### src/slsd_pkg.sv
// Package for the serial latched sink driver: widths, reset values, FIFO depth
package slsd_pkg;
  // ---------------------------------------------------------------------------
  // Widths and reset values
  // ---------------------------------------------------------------------------
  localparam int          SLSD_WIDTH      = 8;
  localparam int          SLSD_FIFO_DEPTH = 8;
  localparam logic [7:0]  SLSD_SHIFT_RST  = 8'h00;
  localparam logic [7:0]  SLSD_STORE_RST  = 8'h00;
  localparam logic [2:0]  SLSD_SYNC_RST   = 3'h0;
  localparam logic [2:0]  SLSD_SYNC_SET   = 3'h7;
  localparam logic        SLSD_LVL_LO     = 1'h0;
  localparam logic        SLSD_LVL_HI     = 1'h1;
  localparam logic [7:0]  SLSD_SINK_RST   = 8'h00;
  localparam logic [7:0]  SLSD_OE_OFF     = 8'hFF;
  // Pin timing, kept for reference against the 5 ns clock
  localparam int          SLSD_CLK_PS     = 5000;
  localparam int          SLSD_SETUP_PS   = 20000;
  localparam int          SLSD_SETUP_CYC  = (SLSD_SETUP_PS + SLSD_CLK_PS - 1) / SLSD_CLK_PS;

  // Agreed level: a pin change counts only once stages 2 and 3 match
  function automatic logic slsd_hold(input logic [2:0] s, input logic lvl);
    slsd_hold = (s[1] == s[2]) ? s[2] : lvl;
  endfunction : slsd_hold

  // Rising edge of the agreed level, so a one-cycle glitch never counts
  function automatic logic slsd_rise(input logic [2:0] s, input logic lvl);
    slsd_rise = slsd_hold(s, lvl) & ~lvl;
  endfunction : slsd_rise
endpackage : slsd_pkg

### src/slsd_fifo.sv
// Small valid/ready FIFO carrying latched patterns toward the output stage
`timescale 1ns/1ps
module slsd_fifo #(
  parameter int WIDTH = 8,
  parameter int DEPTH = 8
) (
  // Clock and control
  input  wire logic             clk,
  input  wire logic             rst,
  input  wire logic             ce,
  // Fill side
  input  wire logic             in_valid,
  output logic                  in_ready,
  input  wire logic [WIDTH-1:0] in_data,
  // Drain side
  output logic                  out_valid,
  input  wire logic             out_ready,
  output logic [WIDTH-1:0]      out_data
);
  localparam int AW = $clog2(DEPTH);

  logic [WIDTH-1:0] mem [DEPTH];
  logic [AW-1:0]    wp_r;
  logic [AW-1:0]    rp_r;
  logic [AW:0]      cnt_r;
  wire              push = in_valid & in_ready;
  wire              pop  = out_valid & out_ready;

  // ---------------------------------------------------------------------------
  // Honest flags straight from the fill count
  // ---------------------------------------------------------------------------
  assign in_ready  = (cnt_r != (AW+1)'(DEPTH));
  assign out_valid = (cnt_r != '0);
  assign out_data  = mem[rp_r];

  // Pointers and count
  always_ff @(posedge clk) begin
    if (rst) begin
      wp_r  <= '0;
      rp_r  <= '0;
      cnt_r <= '0;
    end else if (ce) begin
      if (push) wp_r <= (wp_r == AW'(DEPTH-1)) ? '0 : wp_r + 1'b1;
      if (pop)  rp_r <= (rp_r == AW'(DEPTH-1)) ? '0 : rp_r + 1'b1;
      cnt_r <= cnt_r + (AW+1)'(push) - (AW+1)'(pop);
    end
  end

  // Storage needs no reset
  always_ff @(posedge clk) begin
    if (ce && push) mem[wp_r] <= in_data;
  end

  a_fifo_no_overrun : assert property (@(posedge clk) disable iff (rst)
    cnt_r <= (AW+1)'(DEPTH)) else $error("fifo count above depth");
endmodule : slsd_fifo

### src/slsd_top.sv
// Serial latched sink driver: shift register, storage register, gated sinks
`timescale 1ns/1ps
module slsd_top
  import slsd_pkg::*;
(
  // Clock, reset, clock enable
  input  wire logic        clk,
  input  wire logic        rst,
  input  wire logic        ce,
  // Controller pins, asynchronous to clk
  input  wire logic        shift_clock,
  input  wire logic        latch_clock,
  input  wire logic        chain_input,
  input  wire logic        shift_wipe_n,
  input  wire logic        drive_en_n,
  // Cascade pin toward the next device
  output logic             cascade_out,
  // Open-drain sink pins: output value and active-low enable
  output logic [7:0]       sink_o,
  output logic [7:0]       sink_oe_n,
  // Registered FIFO full flag: high while a new latch would be dropped
  output logic             fifo_stall
);
  // ---------------------------------------------------------------------------
  // Input synchronisers: three stages, change taken when stages 2 and 3 agree, except the data pin, which uses stage 3 alone
  // ---------------------------------------------------------------------------
  logic [2:0] sck_s_r;
  logic [2:0] lck_s_r;
  logic [2:0] din_s_r;
  logic [2:0] wip_s_r;
  logic [2:0] den_s_r;
  logic       sck_lvl_r;
  logic       lck_lvl_r;
  logic       wip_lvl_r;
  logic       den_lvl_r;

  // Stage 1 is read only by stage 2
  always_ff @(posedge clk) begin
    if (rst) begin
      sck_s_r <= SLSD_SYNC_RST;
      lck_s_r <= SLSD_SYNC_RST;
      din_s_r <= SLSD_SYNC_RST;
      wip_s_r <= SLSD_SYNC_SET;
      den_s_r <= SLSD_SYNC_SET;
    end else if (ce) begin
      sck_s_r <= {sck_s_r[1:0], shift_clock};
      lck_s_r <= {lck_s_r[1:0], latch_clock};
      din_s_r <= {din_s_r[1:0], chain_input};
      wip_s_r <= {wip_s_r[1:0], shift_wipe_n};
      den_s_r <= {den_s_r[1:0], drive_en_n};
    end
  end

  // Agreed level of each pin except the data pin, which takes stage 3 directly, then edges and levels from it
  wire sck_lvl  = slsd_hold(sck_s_r, sck_lvl_r);
  wire lck_lvl  = slsd_hold(lck_s_r, lck_lvl_r);
  wire wip_lvl  = slsd_hold(wip_s_r, wip_lvl_r);
  wire den_lvl  = slsd_hold(den_s_r, den_lvl_r);
  wire sck_rise = slsd_rise(sck_s_r, sck_lvl_r);
  wire lck_rise = slsd_rise(lck_s_r, lck_lvl_r);
  wire din_lvl  = din_s_r[2];
  wire wipe_act = ~wip_lvl;
  wire drv_off  = den_lvl;

  // Held levels bridge cycles where stages 2 and 3 disagree, so a glitch
  // shorter than one clock never counts; wipe and enable start inactive
  always_ff @(posedge clk) begin
    if (rst) begin
      sck_lvl_r <= SLSD_LVL_LO;
      lck_lvl_r <= SLSD_LVL_LO;
      wip_lvl_r <= SLSD_LVL_HI;
      den_lvl_r <= SLSD_LVL_HI;
    end else if (ce) begin
      sck_lvl_r <= sck_lvl;
      lck_lvl_r <= lck_lvl;
      wip_lvl_r <= wip_lvl;
      den_lvl_r <= den_lvl;
    end
  end

  // ---------------------------------------------------------------------------
  // Shift and storage registers
  // ---------------------------------------------------------------------------
  logic [7:0] shift_r;
  logic [7:0] shift_nxt;
  logic [7:0] store_r;
  logic       pat_valid;
  logic       pat_ready;
  logic [7:0] pat_data;
  logic       fifo_in_ready;

  // Data bit is the stage-3 sample taken with the clock edge's first sample;
  // the pin hold time after the edge covers that one-cycle skew
  assign shift_nxt = wipe_act ? SLSD_SHIFT_RST :
                     sck_rise ? {shift_r[6:0], din_lvl} :
                     shift_r;

  always_ff @(posedge clk) begin
    if (rst) begin
      shift_r <= SLSD_SHIFT_RST;
    end else if (ce) begin
      shift_r <= shift_nxt;
    end
  end

  // Cascade pin follows the last stage after each shift edge
  always_ff @(posedge clk) begin
    if (rst) begin
      cascade_out <= SLSD_LVL_LO;
    end else if (ce) begin
      cascade_out <= shift_nxt[7];
    end
  end

  // Latched patterns travel through a FIFO; a full FIFO drops the latch
  slsd_fifo #(
    .WIDTH (SLSD_WIDTH),
    .DEPTH (SLSD_FIFO_DEPTH)
  ) u_fifo (
    .clk       (clk),
    .rst       (rst),
    .ce        (ce),
    .in_valid  (lck_rise),
    .in_ready  (fifo_in_ready),
    .in_data   (shift_r),
    .out_valid (pat_valid),
    .out_ready (pat_ready),
    .out_data  (pat_data)
  );

  // Drain at once, so latency is one cycle and the FIFO stays near empty
  assign pat_ready = 1'b1;

  // Storage register is not touched by the wipe input
  always_ff @(posedge clk) begin
    if (rst) begin
      store_r <= SLSD_STORE_RST;
    end else if (ce && pat_valid) begin
      store_r <= pat_data;
    end
  end

  // ---------------------------------------------------------------------------
  // Output buffer and open-drain sinks
  // ---------------------------------------------------------------------------
  wire [7:0] buf_nxt = (drv_off || wipe_act) ? 8'h00 : store_r;

  // Registered pins: a one pulls low (enable low), a zero releases
  always_ff @(posedge clk) begin
    if (rst) begin
      sink_o     <= SLSD_SINK_RST;
      sink_oe_n  <= SLSD_OE_OFF;
      fifo_stall <= SLSD_LVL_LO;
    end else if (ce) begin
      sink_o     <= 8'h00;
      sink_oe_n  <= ~buf_nxt;
      fifo_stall <= ~fifo_in_ready;
    end
  end

  // ---------------------------------------------------------------------------
  // Checks
  // ---------------------------------------------------------------------------
  a_wipe_clears_shift : assert property (@(posedge clk) disable iff (rst || !ce)
    wipe_act |=> shift_r == 8'h00) else $error("shift not wiped");
  a_shift_moves_bit : assert property (@(posedge clk) disable iff (rst || !ce)
    (sck_rise && !wipe_act) |=> shift_r == {$past(shift_r[6:0]), $past(din_lvl)})
    else $error("shift step wrong");
  a_shift_holds : assert property (@(posedge clk) disable iff (rst || !ce)
    (!sck_rise && !wipe_act) |=> $stable(shift_r)) else $error("shift moved without edge");
  a_cascade_last : assert property (@(posedge clk) disable iff (rst || !ce)
    1'b1 |=> cascade_out == shift_r[7]) else $error("cascade not last stage");
  a_latch_copies : assert property (@(posedge clk) disable iff (rst || !ce)
    (lck_rise && fifo_in_ready) |=> ##1 store_r == $past(shift_r, 2))
    else $error("storage did not copy");
  a_wipe_keeps_store : assert property (@(posedge clk) disable iff (rst || !ce)
    (wipe_act && !pat_valid) |=> $stable(store_r)) else $error("wipe hit storage");
  a_drive_off_all : assert property (@(posedge clk) disable iff (rst || !ce)
    drv_off |=> sink_oe_n == 8'hFF) else $error("sinks on while disabled");
  a_drive_follows : assert property (@(posedge clk) disable iff (rst || !ce)
    (!drv_off && !wipe_act) |=> sink_oe_n == ~$past(store_r)) else $error("buffer not following");
  a_wipe_blocks_out : assert property (@(posedge clk) disable iff (rst || !ce)
    wipe_act |=> sink_oe_n == 8'hFF) else $error("storage passed during wipe");
  a_sink_low_only : assert property (@(posedge clk) disable iff (rst)
    sink_o == 8'h00) else $error("sink drives high");

  // Clock enable low must freeze everything the pins can move
  a_freeze_holds : assert property (@(posedge clk) disable iff (rst)
    !ce |=> $stable(shift_r) && $stable(store_r) && $stable(sink_oe_n))
    else $error("state moved while frozen");
  // Cascade takes the stage just below the last one on each shift
  a_cascade_steps : assert property (@(posedge clk) disable iff (rst || !ce)
    (sck_rise && !wipe_act) |=> cascade_out == $past(shift_r[6]))
    else $error("cascade skipped a stage");
  // A pattern never waits: the FIFO is drained the cycle it shows valid
  a_fifo_drained : assert property (@(posedge clk) disable iff (rst || !ce)
    pat_valid |=> !pat_valid || $past(lck_rise))
    else $error("pattern left waiting");
  // Storage moves only when a pattern leaves the FIFO
  a_store_by_fifo : assert property (@(posedge clk) disable iff (rst || !ce)
    !pat_valid |=> $stable(store_r))
    else $error("storage moved without a pattern");

  c_shift_edge : cover property (@(posedge clk) disable iff (rst) sck_rise && din_lvl);
  c_latch_edge : cover property (@(posedge clk) disable iff (rst) lck_rise);
  c_sinks_on   : cover property (@(posedge clk) disable iff (rst) sink_oe_n != 8'hFF);
  c_wipe_seen  : cover property (@(posedge clk) disable iff (rst) wipe_act && shift_r != 8'h00);
  // Freeze released again, so the bench proves state survives it
  c_freeze_seen : cover property (@(posedge clk) disable iff (rst) !ce ##1 ce);
endmodule : slsd_top

### config.mk
export PLATFORM = sky130hd
export DESIGN_NAME = slsd_top
export DESIGN_NICKNAME = d
export VERILOG_FILES = /design/src/slsd_pkg.sv /design/src/slsd_fifo.sv /design/src/slsd_top.sv
export SDC_FILE = /design/constraint.sdc
export NUM_CORES = 1
export LEC_CHECK = 0
export BUFFER_PORTS_ARGS = -buffer_cell sky130_fd_sc_hd__buf_4
export CORE_MARGIN = 2
export CORE_UTILIZATION = 40
export DETAILED_ROUTE_END_ITERATION = 16
export SLEW_MARGIN = 10
export SYNTH_ARGS = -nofsm -noshare
export SYNTH_HDL_FRONTEND = slang
export SYNTH_SLANG_ARGS = --single-unit
### constraint.sdc
create_clock -name clk -period 2.7 [get_ports clk]
set_input_delay 0.27 -clock clk [delete_from_list [all_inputs] [get_ports clk]]
set_output_delay 0.27 -clock clk [all_outputs]
set_load 0.02 [all_outputs]
; Word-level counts from Yosys, hierarchy flattened
; Memories as Yosys holds them, arrays and structs flattened. A register that Yosys moved wholly into a read port is not among the register bits.
; Cells that the tools add are included.
[totals]
word_cells = 55
input_bits = 8
mem_bits_rw = 64
n_memories = 1
register_bits = 46
[classes]
n_addsub = 4
n_mux = 11
reduce_logical = 7
n_bitwise = 8
eq_ne = 8
[memory_table]
columns = memory, depth, word_bits, rd, rd_clocked_by_memory_dff, write_ports, line_no
row1 = u_fifo.mem, 8, 8, 1, 1, 1, slsd_fifo.sv:22  ; logic [WIDTH-1:0] mem [DEPTH];
[op_table]
columns = operator, count
row1 = $mux 8, 3
row2 = $not 8->8, 1
row3 = $add 3x1->3 const B, 2
row4 = $eq 3x3->1 const B, 2
row5 = $mux 1, 6
row6 = $mux 3, 2
row7 = $reduce_and 2->1, 3
row8 = $add 4x1->4, 1
row9 = $eq 1x1->1, 4
row10 = $ne 4x4->1 const B, 1
row11 = $not 1->1, 4
row12 = $reduce_bool 4->1, 1
row13 = $sub 4x1->4, 1
row14 = $and 1x1->1, 3
row15 = $logic_and 1x1->1, 2
row16 = $ne 2x1->1 const B, 1
row17 = $logic_or 1x1->1, 1

; Depth between registers and ports, before layout
; Gate-level depths: netlist of the first run.
[depth]
ltp_word = 7
mapped_depth = 12
depth_no_buf = 12

; Modules after synthesis
; From an unflattened synthesis of the first run, not the netlist that was laid out.
[unflattened]
hier_cells = 369
area_unflattened_um2 = 4987.3
[modules_own_cells]
columns = module, instances, area_per_inst_um2, cells_per_inst
row1 = slsd_fifo, 1, 3204.3, 178
row2 = slsd_top, 1, 1783.0, 191

; Worst setup path after synthesis of the first run
; Ideal clock, no wire load.
[synth_path]
path_kind = reg2reg
from = register u_fifo.cnt_r[2]
to = register u_fifo.cnt_r[2]
arrival_ps = 2179
stages_incl_launch_ff = 13
period_less_slack_ps = 2307
n_path_buf = 0
path_slack_ps = 393
path_cell_list = dfxtp_1 inv_1 ha_1 or3b_2 ha_1 inv_1 ha_1 inv_1 fa_1 xor2_1 nor2_1 a21oi_1 nor2_1
[synth_between]
elab_chain_len = 4
[synth_rtl]
columns = item, line_no
row1 = start: declaration, slsd_fifo.sv:25  ; logic [AW:0] cnt_r;
row2 = start signal: assignment, slsd_fifo.sv:45  ; cnt_r <= cnt_r + (AW+1)'(push) - (AW+1)'(pop);
row3 = $ne 4x4->1, slsd_fifo.sv:32  ; assign in_ready = (cnt_r != (AW+1)'(DEPTH));
row4 = $and 1x1->1, slsd_fifo.sv:26  ; wire push = in_valid & in_ready;
row5 = $add 4x1->4, slsd_fifo.sv:45
row6 = $sub 4x1->4 (*), slsd_fifo.sv:45
; Mark *: on every way between the ends. The rest lies on a longest branch, timed or not.
; A chain may end at the register's enable or synchronous reset.

; Final worst setup path of the first run
; Same ends and word-level chain as after synthesis.

==> results by stage, run 1 <==
Outcome:
- The flow ran to the end, and the final reports show no timing, DRC or antenna violations.

Logic synthesis:
- After synthesis, the cell types taking the most area are sky130_fd_sc_hd__edfxtp_1, sky130_fd_sc_hd__dfxtp_1, sky130_fd_sc_hd__mux2i_1.
- The synthesized design contains 64 enable-type register cells.
- After synthesis, the mean cell area works out to 12.2 µm².
- Synthesis inferred 118 register bits.
- The share of the synthesized area in the top cell type is 0.408.
- The library cell with the highest instance count after synthesis is sky130_fd_sc_hd__edfxtp_1.
- After synthesis the cells add up to 0.00471 mm².
- The unique cell type count in the Yosys netlist is 40.
- Of the synthesized area, sequential elements account for 0.638.
- The cell type contributing the most total cell area after synthesis is sky130_fd_sc_hd__edfxtp_1.
- The number of instances in the synthesized netlist is 387.
- For this run, the leading register cell type out of synthesis is sky130_fd_sc_hd__edfxtp_1.
- In the synthesized netlist, the cells that appear most often are sky130_fd_sc_hd__edfxtp_1, sky130_fd_sc_hd__dfxtp_1, sky130_fd_sc_hd__mux2i_1, sky130_fd_sc_hd__nand2_1, sky130_fd_sc_hd__nor2_1.
- For this run, asynchronously set or reset flops after synthesis account for 0.
- The number of warnings printed during yosys synthesis is 0.

Placed design:
- The placed standard-cell area is 0.00498 mm².
- The weighted congestion at the end of routability-driven global placement is 0.749.
- The HPWL after detailed placement is 5830 µm.
- The instance count after placement with tap cells included is 537.
- Input and output buffers added on the ports amount to 17.

Final layout:
- Summing all non-filler instances in the final layout gives an area of 0.00558 mm².
- From synthesis to final layout, the design area changed by 18.5%.
- The total inserted antenna cells is 0.
- The count of cells in the finished layout, fillers not included, comes to 569.
- The final layout net count is 432.
- The final standard cell utilization of the core is 0.487.
- Of the cells placed in the final design, the portion with a size suffix greater than 1 is 0.153.
- The final-layout fill cell count is 1,020.

Setup path:
- The largest fanout on the critical path is 3.
- The worst reg2reg path endpoint is u_fifo.cnt_r[2].
- The register-to-register setup slack is 0.23 ns.
- The category of the most critical setup path is reg2reg.
- Tracing the worst setup path back leads to its startpoint at u_fifo.cnt_r[2].
- The startpoint identified for the worst register-to-register timing path is u_fifo.cnt_r[2].
- Data on the critical path arrives at its endpoint at 2.74 ns.
- Data on the critical path is required at its endpoint by 2.98 ns.
- The worst setup path is captured at a flip-flop.
- The path depth of the worst reg2reg path is 12.
- STA classifies the critical path startpoint as a flip-flop.

Clock tree:
- The post-CTS setup buffer count is 0.
- The clock net in this run drives a total of 118 sinks.
- The total clock buffers created by CTS is 17.
- The clock root buffer is sky130_fd_sc_hd__clkbuf_16.
- Buffers inserted to repair hold after CTS numbered 0.
- The post-CTS resize count is 0.
- At the later pin of the worst-skew pair, clock insertion delay measures 0.40 ns.
- The clock slew at the register clock pins of the worst setup and hold paths is 0.06 ns.
- CTS built an H-tree with a depth of 4.
- The deepest clock path buffer count is 2.
- The CTS tree is yes.

Global routing:
- The initial antenna violation count is 0.
- The first-pass GRT wire length is 15,100 µm.
- The largest net degree at the start of global routing is 35.
- The number of global-route vias before repair is 2,879.
- Summed over all layers, the global routing overflow is 0.
- The overall global routing resource usage is 0.155.

Timing:
- The max-slew violation total from the final report came to 0.
- Setup repair after global routing left no endpoint under its margin.
- The worst setup skew after layout is 0.00803 ns.
- The final number of hold-violating endpoints is 0.
- The share of the cycle needed by the critical path after routing is 0.913.
- At the pin with the least slew margin, the transition time is 0.844 ns.
- The total negative setup slack is 0 ns.
- Setup violations remaining at the end of the flow were counted as 0.
- The final worst hold slack is 0.0850 ns.
- Static timing analysis puts the maximum clock frequency at 0.405 GHz.
- The routed design could run at a clock period as short as 2.47 ns.
- Headroom to the max-slew limit came out at 0.436.

Worst hold path:
- For hold timing, the worst endpoint is wip_s_r[0].
- The worst min-delay path class is in2reg.
- The startpoint identified for the worst hold timing path is shift_wipe_n.
- The number of stages on the worst hold path is 3.

Floorplanning:
- The area of the die is 0.0127 mm².
- For this design the top-level I/O count stands at 26.
- In this run the standard cell core region covers 0.0115 mm².
- From left edge to right edge, the die measures 113 µm.
- The number of placement rows is 39.
- In this run the vertical extent of the chip is 113 µm.
- The initial core utilization is 0.411.

Power:
- Across the VDD grid, the largest voltage drop is 0.450 mV.
- The leakage power is 2.01 nW.
- The total power divided by cell area is 896 mW/mm².

Routing:
- The final wirelength is 9220 µm.
- The via count is 2,955.
- The violation count after the first detailed-route iteration is 240.
- The number of vias per cell is 5.19.
- The detailed-router iteration count before antenna repair is 4.
- The remaining antenna violation count is 0.
- After detailed routing, the number of remaining DRC violations is 0.
- The post-detailed-route wirelength per cell is 16.2 µm.

Run:
- The tool flagged a number of max-cap violations equal to 0.
[worst max path at each step]
| stage | end | slack (ns) | cells after the start |
|---|---|---|---|
| floorplan | u_fifo.cnt_r[2] | 0.39 | 12 |
| global placement | u_fifo.cnt_r[2] | 0.30 | 12 |
| detailed placement | u_fifo.cnt_r[2] | 0.23 | 12 |
| CTS | u_fifo.cnt_r[2] | 0.21 | 12 |
| global route | u_fifo.cnt_r[2] | 0.01 | 12 |
| finish | u_fifo.cnt_r[2] | 0.23 | 12 |
[sequential cells by signal, summed over array words and instances (netlist names), 4 cells and up]
name and count:
u_fifo.cnt_r 4, shift_r 8, store_r 8, u_fifo.mem 64, sink_oe_n 8
[per-stage QoR]
step | total power, mW | setup slack [ns]
5_1_grt | 5.24 | 0.0150
3_5_place_dp | 2.82 | 0.232
4_1_cts | 5.04 | 0.214
3_3_place_gp | 2.79 | 0.301
2_1_floorplan | 2.65 | 0.393
6_report | 5.00 | 0.234
[layout by cell type, fill, tap and decap left out, drive strengths merged, types with 2 or more instances in the layout]
master | synthesis | layout
inv | 13 | 17
nand2b | 5 | 5
o22ai | 20 | 20
nor2 | 28 | 28
conb | 1 | 8
nand3 | 2 | 2
buf | 15 | 29
ha | 10 | 10
a21o | 3 | 3
o21ai | 13 | 13
dfxtp | 54 | 54
clkinvlp | 0 | 2
a31oi | 8 | 8
a311oi | 2 | 2
nor2b | 3 | 3
o32ai | 2 | 2
a211oi | 3 | 3
a21oi | 15 | 15
mux2i | 46 | 46
nand2 | 28 | 28
clkbuf | 14 | 20
or3 | 2 | 2
edfxtp | 64 | 64
clkinv | 0 | 5
nor3 | 22 | 22
or3b | 2 | 2
[cell type report]
type / instances / area (µm²) / share of cell area
clock buffer: 20 / 483 / 0.0865
clock inverter: 12 / 114 / 0.0204
inverter: 13 / 51.3 / 0.00919
multi-input combinational: 234 / 1530 / 0.275
sequential: 118 / 3000 / 0.538
tap: 143 / 179 / 0.0321
timing repair buffer: 29 / 218 / 0.0390
[power breakdown]
group          switching [mW]  internal, mW
combinational           0.429         0.311
clock                   0.830          1.40
sequential             0.0703          1.97
[worst max-delay path, cell delays in order, from the launching register on]
cell                      delay [ns]
sky130_fd_sc_hd__dfxtp_1        0.31
sky130_fd_sc_hd__inv_1          0.09
sky130_fd_sc_hd__ha_1           0.14
sky130_fd_sc_hd__or3b_2         0.48
sky130_fd_sc_hd__ha_1           0.29
sky130_fd_sc_hd__inv_1          0.06
sky130_fd_sc_hd__ha_1           0.16
sky130_fd_sc_hd__inv_1          0.06
sky130_fd_sc_hd__fa_1           0.37
sky130_fd_sc_hd__xor2_1         0.17
sky130_fd_sc_hd__nor2_1         0.05
sky130_fd_sc_hd__a21oi_1        0.11
sky130_fd_sc_hd__nor2_1         0.05
[logic make-up after synthesis]
logic type / after synthesis / share of synthesized area
xor+xnor: 2 / 0.00372
other cells: 1 / 0.000796
fa+ha+maj: 12 / 0.0329
flops: 118 / 0.638
buf+inv: 42 / 0.0425
compound gates: 68 / 0.0879
mux: 46 / 0.0978
simple gates: 98 / 0.0967
[layer usage]
metal	up-vias	share of wire	track usage	wire, µm
met5	-	0	0	0
met4	0	0.016	0.0691	150
met3	11	0.036	0.0394	328
met2	65	0.50	0.247	4570
met1	1425	0.45	0.200	4160
li1	1454	-	-	-
No activity file was read; power rests on OpenSTA's default activity.
==> run 2, diff against run 1 <==
--- a/config.mk
+++ b/config.mk
@@ -5,6 +5,7 @@
 export SDC_FILE = /design/constraint.sdc
 export NUM_CORES = 1
 export LEC_CHECK = 0
+export ABC_AREA = 1
 export BUFFER_PORTS_ARGS = -buffer_cell sky130_fd_sc_hd__buf_4
 export CORE_MARGIN = 2
 export CORE_UTILIZATION = 40
==> run 2 against run 1 <==
Synthesized cell count increased by 43%; clock power decreased by 7%; worst setup slack improved by 0.39 ns; critical path depth decreased by 6; via count increased by 20%; first-iteration DRC count decreased by 11%; wire length increased by 13%; register-to-register slack improved by 0.39 ns; count of clock-buffer cells in the layout increased by 4; non-clock buffer count decreased by 11; core utilization decreased by 2.2 points; largest cell class unchanged; largest power group unchanged; highest routed layer unchanged.
==> results by stage, run 2 <==
Outcome:
- The run finished with clean final reports.

Worst hold path:
- The start point of the worst min-delay path is shift_wipe_n.
- The number of stages on the worst hold path is 3.
- The tightest min-delay check is of the in2reg type.
- The endpoint with the worst hold slack is wip_s_r[0].

Final layout:
- The library cell used most frequently in the layout, excluding fill and tap cells, is sky130_fd_sc_hd__nand2_1.
- The final standard cell utilization of the core is 0.465.
- The area growth from synthesis to final layout is 14.0%.
- The area of all placed cells without fillers is 0.00582 mm².
- The final layout net count is 583.
- The layout cell share with drive strength beyond 1 is 0.104.
- The register name with the most flops is u_fifo.mem.
- The final standard cell count with taps included and fillers excluded is 749.
- The flip-flop count of the largest register, all copies and words added is 64.
- The repair_antennas step left the layout with diodes totalling 0.
- Leaving out fill and tap cells, the most frequent cells in the layout are sky130_fd_sc_hd__nand2_1, sky130_fd_sc_hd__inv_1, sky130_fd_sc_hd__nand3_1.
- The filler cells instantiated in the layout total 1,198.

Floorplanning:
- The total area inside the core boundary comes to 0.0125 mm².
- The initial core utilization is 0.408.
- The area of the die is 0.0137 mm².
- The die is 117 µm tall.
- The number of placement rows is 41.
- The number of ports placed on the die boundary is 26.
- The horizontal die dimension is 117 µm.

Placed design:
- After detailed placement, the total cell area comes to 0.00526 mm².
- The HPWL after detailed placement is 6770 µm.
- The weighted congestion at the end of routability-driven global placement is 0.869.
- The number of port buffers is 17.
- The worst setup timing slack at the placement stage is 0.609 ns.
- Once placement completed, the tool counted placed cells totaling 717.

Logic synthesis:
- In the synthesized netlist the dominant register cell turns out to be sky130_fd_sc_hd__edfxtp_1.
- For this run, the register share of the synthesized area comes to 0.588.
- For this run, asynchronously set or reset flops after synthesis account for 0.
- Dividing the synthesized area by the synthesized cell count gives 9.23 µm².
- The number of enable flip-flop cells after synthesis is 64.
- Of the post-synthesis cell area, the dominant cell type holds 0.377.
- By instance count, the leading cell after synthesis is sky130_fd_sc_hd__nand2_1.
- Sorting the synthesized cells by area gives the leading types as sky130_fd_sc_hd__edfxtp_1, sky130_fd_sc_hd__dfxtp_1, sky130_fd_sc_hd__nand2_1.
- Counting instances in the post-synthesis netlist gives the leading cell types as sky130_fd_sc_hd__nand2_1, sky130_fd_sc_hd__inv_1, sky130_fd_sc_hd__nand3_1, sky130_fd_sc_hd__edfxtp_1, sky130_fd_sc_hd__dfxtp_1.
- After synthesis the netlist holds a flip-flop and latch count of 118.
- The unique cell type count in the Yosys netlist is 32.
- The netlist area before placement is 0.00510 mm².
- The number of instances in the synthesized netlist is 553.
- The number of warnings printed during yosys synthesis is 0.
- Of all cell types, the one taking the most synthesized area is sky130_fd_sc_hd__edfxtp_1.

Power:
- In this run the power density over the cells is 777 mW/mm².
- The analysis attributes to net switching a power of 1.09 mW.
- The switching part of the total is 0.241.
- The clock share of power is 0.460.
- The leakage power is 2.49 nW.
- The internal power is 3.43 mW.
- The completed layout was analyzed and its total power is 4.52 mW.
- The maximum vdd ir drop is 0.385 mV.
- The proportion of power drawn by combinational gates is 0.098.
- The sequential cell fraction of total power is 0.442.

Timing:
- In the final timing run, aggregate negative setup slack is 0 ns.
- The max-slew violation total from the final report came to 0.
- Setup violations remaining at the end of the flow were counted as 0.
- The final setup slack of the worst path is 0.623 ns.
- Final hold analysis gives a worst-case slack of 0.0707 ns.
- The measured slew at the worst slew-check pin is 0.943 ns.
- For the final database, setup skew stands at 0.00888 ns.
- The achievable clock frequency is 0.481 GHz.
- The final critical delay including setup and external delays is 2.08 ns.
- The share of the cycle needed by the critical path after routing is 0.769.
- The final number of hold-violating endpoints was 0.
- Headroom to the max-slew limit came out at 0.371.
- Setup repair after global routing left no endpoint under its margin.

Setup path:
- The endpoint arrival time on the critical path is 2.11 ns.
- At the worst endpoint, the required time is 2.73 ns.
- Of all nets on the critical path, the largest fanout is 8.
- The launching point of the worst reg2reg path is u_fifo.cnt_r[2].
- The path depth of the worst reg2reg path is 6.
- The largest stage delay on the critical path is 0.52 ns.
- For flop-to-flop paths, the worst setup slack is 0.62 ns.
- Traced cell by cell, the critical path runs through inv_1 > ha_1 > nand3_1 > nand4_2 > or2_4 > nor2_1.
- On the critical path, the stage with the largest delay is an instance of sky130_fd_sc_hd__nor2_1.
- The critical path in this run is classified as reg2reg.
- The endpoint identified for the worst register-to-register timing path is u_fifo.mem[2][7].
- The sort of element at the end of the critical path is a flip-flop.
- The worst setup path is launched from a flip-flop.

Routing:
- The via count is 3,543.
- The detailed-router iteration count before antenna repair is 4.
- The number of DRC violations after detailed routing is 0.
- Dividing the detail-routed wire length by the instance count gives 13.8 µm.
- After detailed routing, the total wire length is 10,400 µm.
- For this block, the initial DRC count from the detailed router was 213.
- Dividing the detail-routed via count by the number of cells gives 4.73.
- In this run the remaining antenna-violating nets after routing total 0.

Clock tree:
- The source-to-sink clock delay at the later pin of the worst-skew pair is 0.41 ns.
- For this design, the CTS-stage hold fixing added 0 buffers.
- Clock-pin slew was measured on the worst setup and hold paths at 0.05 ns.
- The count of H-tree levels built during CTS is 4.
- The clock net sink count is 118.
- The deepest clock path buffer count is 2.
- The tree is rooted in a sky130_fd_sc_hd__clkbuf_16.
- The number of setup buffers added after CTS is 0.
- In this run, CTS created clock tree buffers numbering 17.
- TritonCTS built the clock tree.
- After clock tree synthesis, the repair step resized 0 gates.

Global routing:
- The global-route congestion overflow total is 0.
- The first global-routing pass estimated 16,700 µm of wire.
- In the global route stage, overall resource usage came out at 0.166.
- The initial antenna violation count is 0.
- The number of global-route vias before repair is 3,411.
- Entering global routing, the biggest net connects 36 pins.

Run:
- The count of max-cap constraint violations is 0.
-- run 2: kinds of logic (layout without fill, tap and decap cells) --
group                      count (synthesis)  after routing  synth area share
xor gates and xnor gates                   1              1           0.00172
AOI/OAI and AO/OA                         71             71            0.0726
other                                      1              8          0.000735
and+or+nand+nor                          235            235             0.201
buffers and inverters                    115            132             0.105
adders and majority gates                 12             12            0.0304
DFF                                      118            118             0.588
-- run 2: worst max path at each step --
stage                     from                to  depth (start not counted)
2_1_floorplan  u_fifo.cnt_r[2]   u_fifo.cnt_r[2]                         11
3_3_place_gp   u_fifo.cnt_r[2]  u_fifo.mem[2][7]                          6
3_5_place_dp   u_fifo.cnt_r[2]  u_fifo.mem[2][6]                          6
4_1_cts        u_fifo.cnt_r[2]  u_fifo.mem[2][5]                          6
5_1_grt        u_fifo.cnt_r[2]  u_fifo.mem[3][3]                          7
6_report       u_fifo.cnt_r[2]  u_fifo.mem[2][7]                          6
-- run 2: per-layer routing --
metal | share of wire | track usage
met3 | 0.054 | 0.0525
met2 | 0.47 | 0.265
met1 | 0.46 | 0.214
met5 | 0 | 0
met4 | 0.016 | 0.0573
-- run 2: cell type report --
type,count,area (µm²),area share
timing repair buffer,18,135,0.0232
inverter,82,313,0.0537
tap,172,215,0.0370
clock inverter,8,41.3,0.00709
clock buffer,24,524,0.0901
multi-input combinational,327,1590,0.273
sequential,118,3000,0.516
-- run 2: power groups by stage --
stage                     combinational (mW)  sequential (mW)  clock, mW
after floorplan                        0.394             2.01          0
after global placement                 0.435             2.03          0
after detailed placement               0.445             2.03          0
after CTS                              0.449             2.00       2.12
after global routing                   0.509             2.00       2.21
final                                  0.445             2.00       2.08
-- run 2: worst max-delay path, delay by kind of cell (launching register included) --
kind / cells / cell delay [ns]
and+or+nand+nor: 4 / 1.13
buffers and inverters: 1 / 0.07
adders and majority gates: 1 / 0.20
DFF: 1 / 0.30
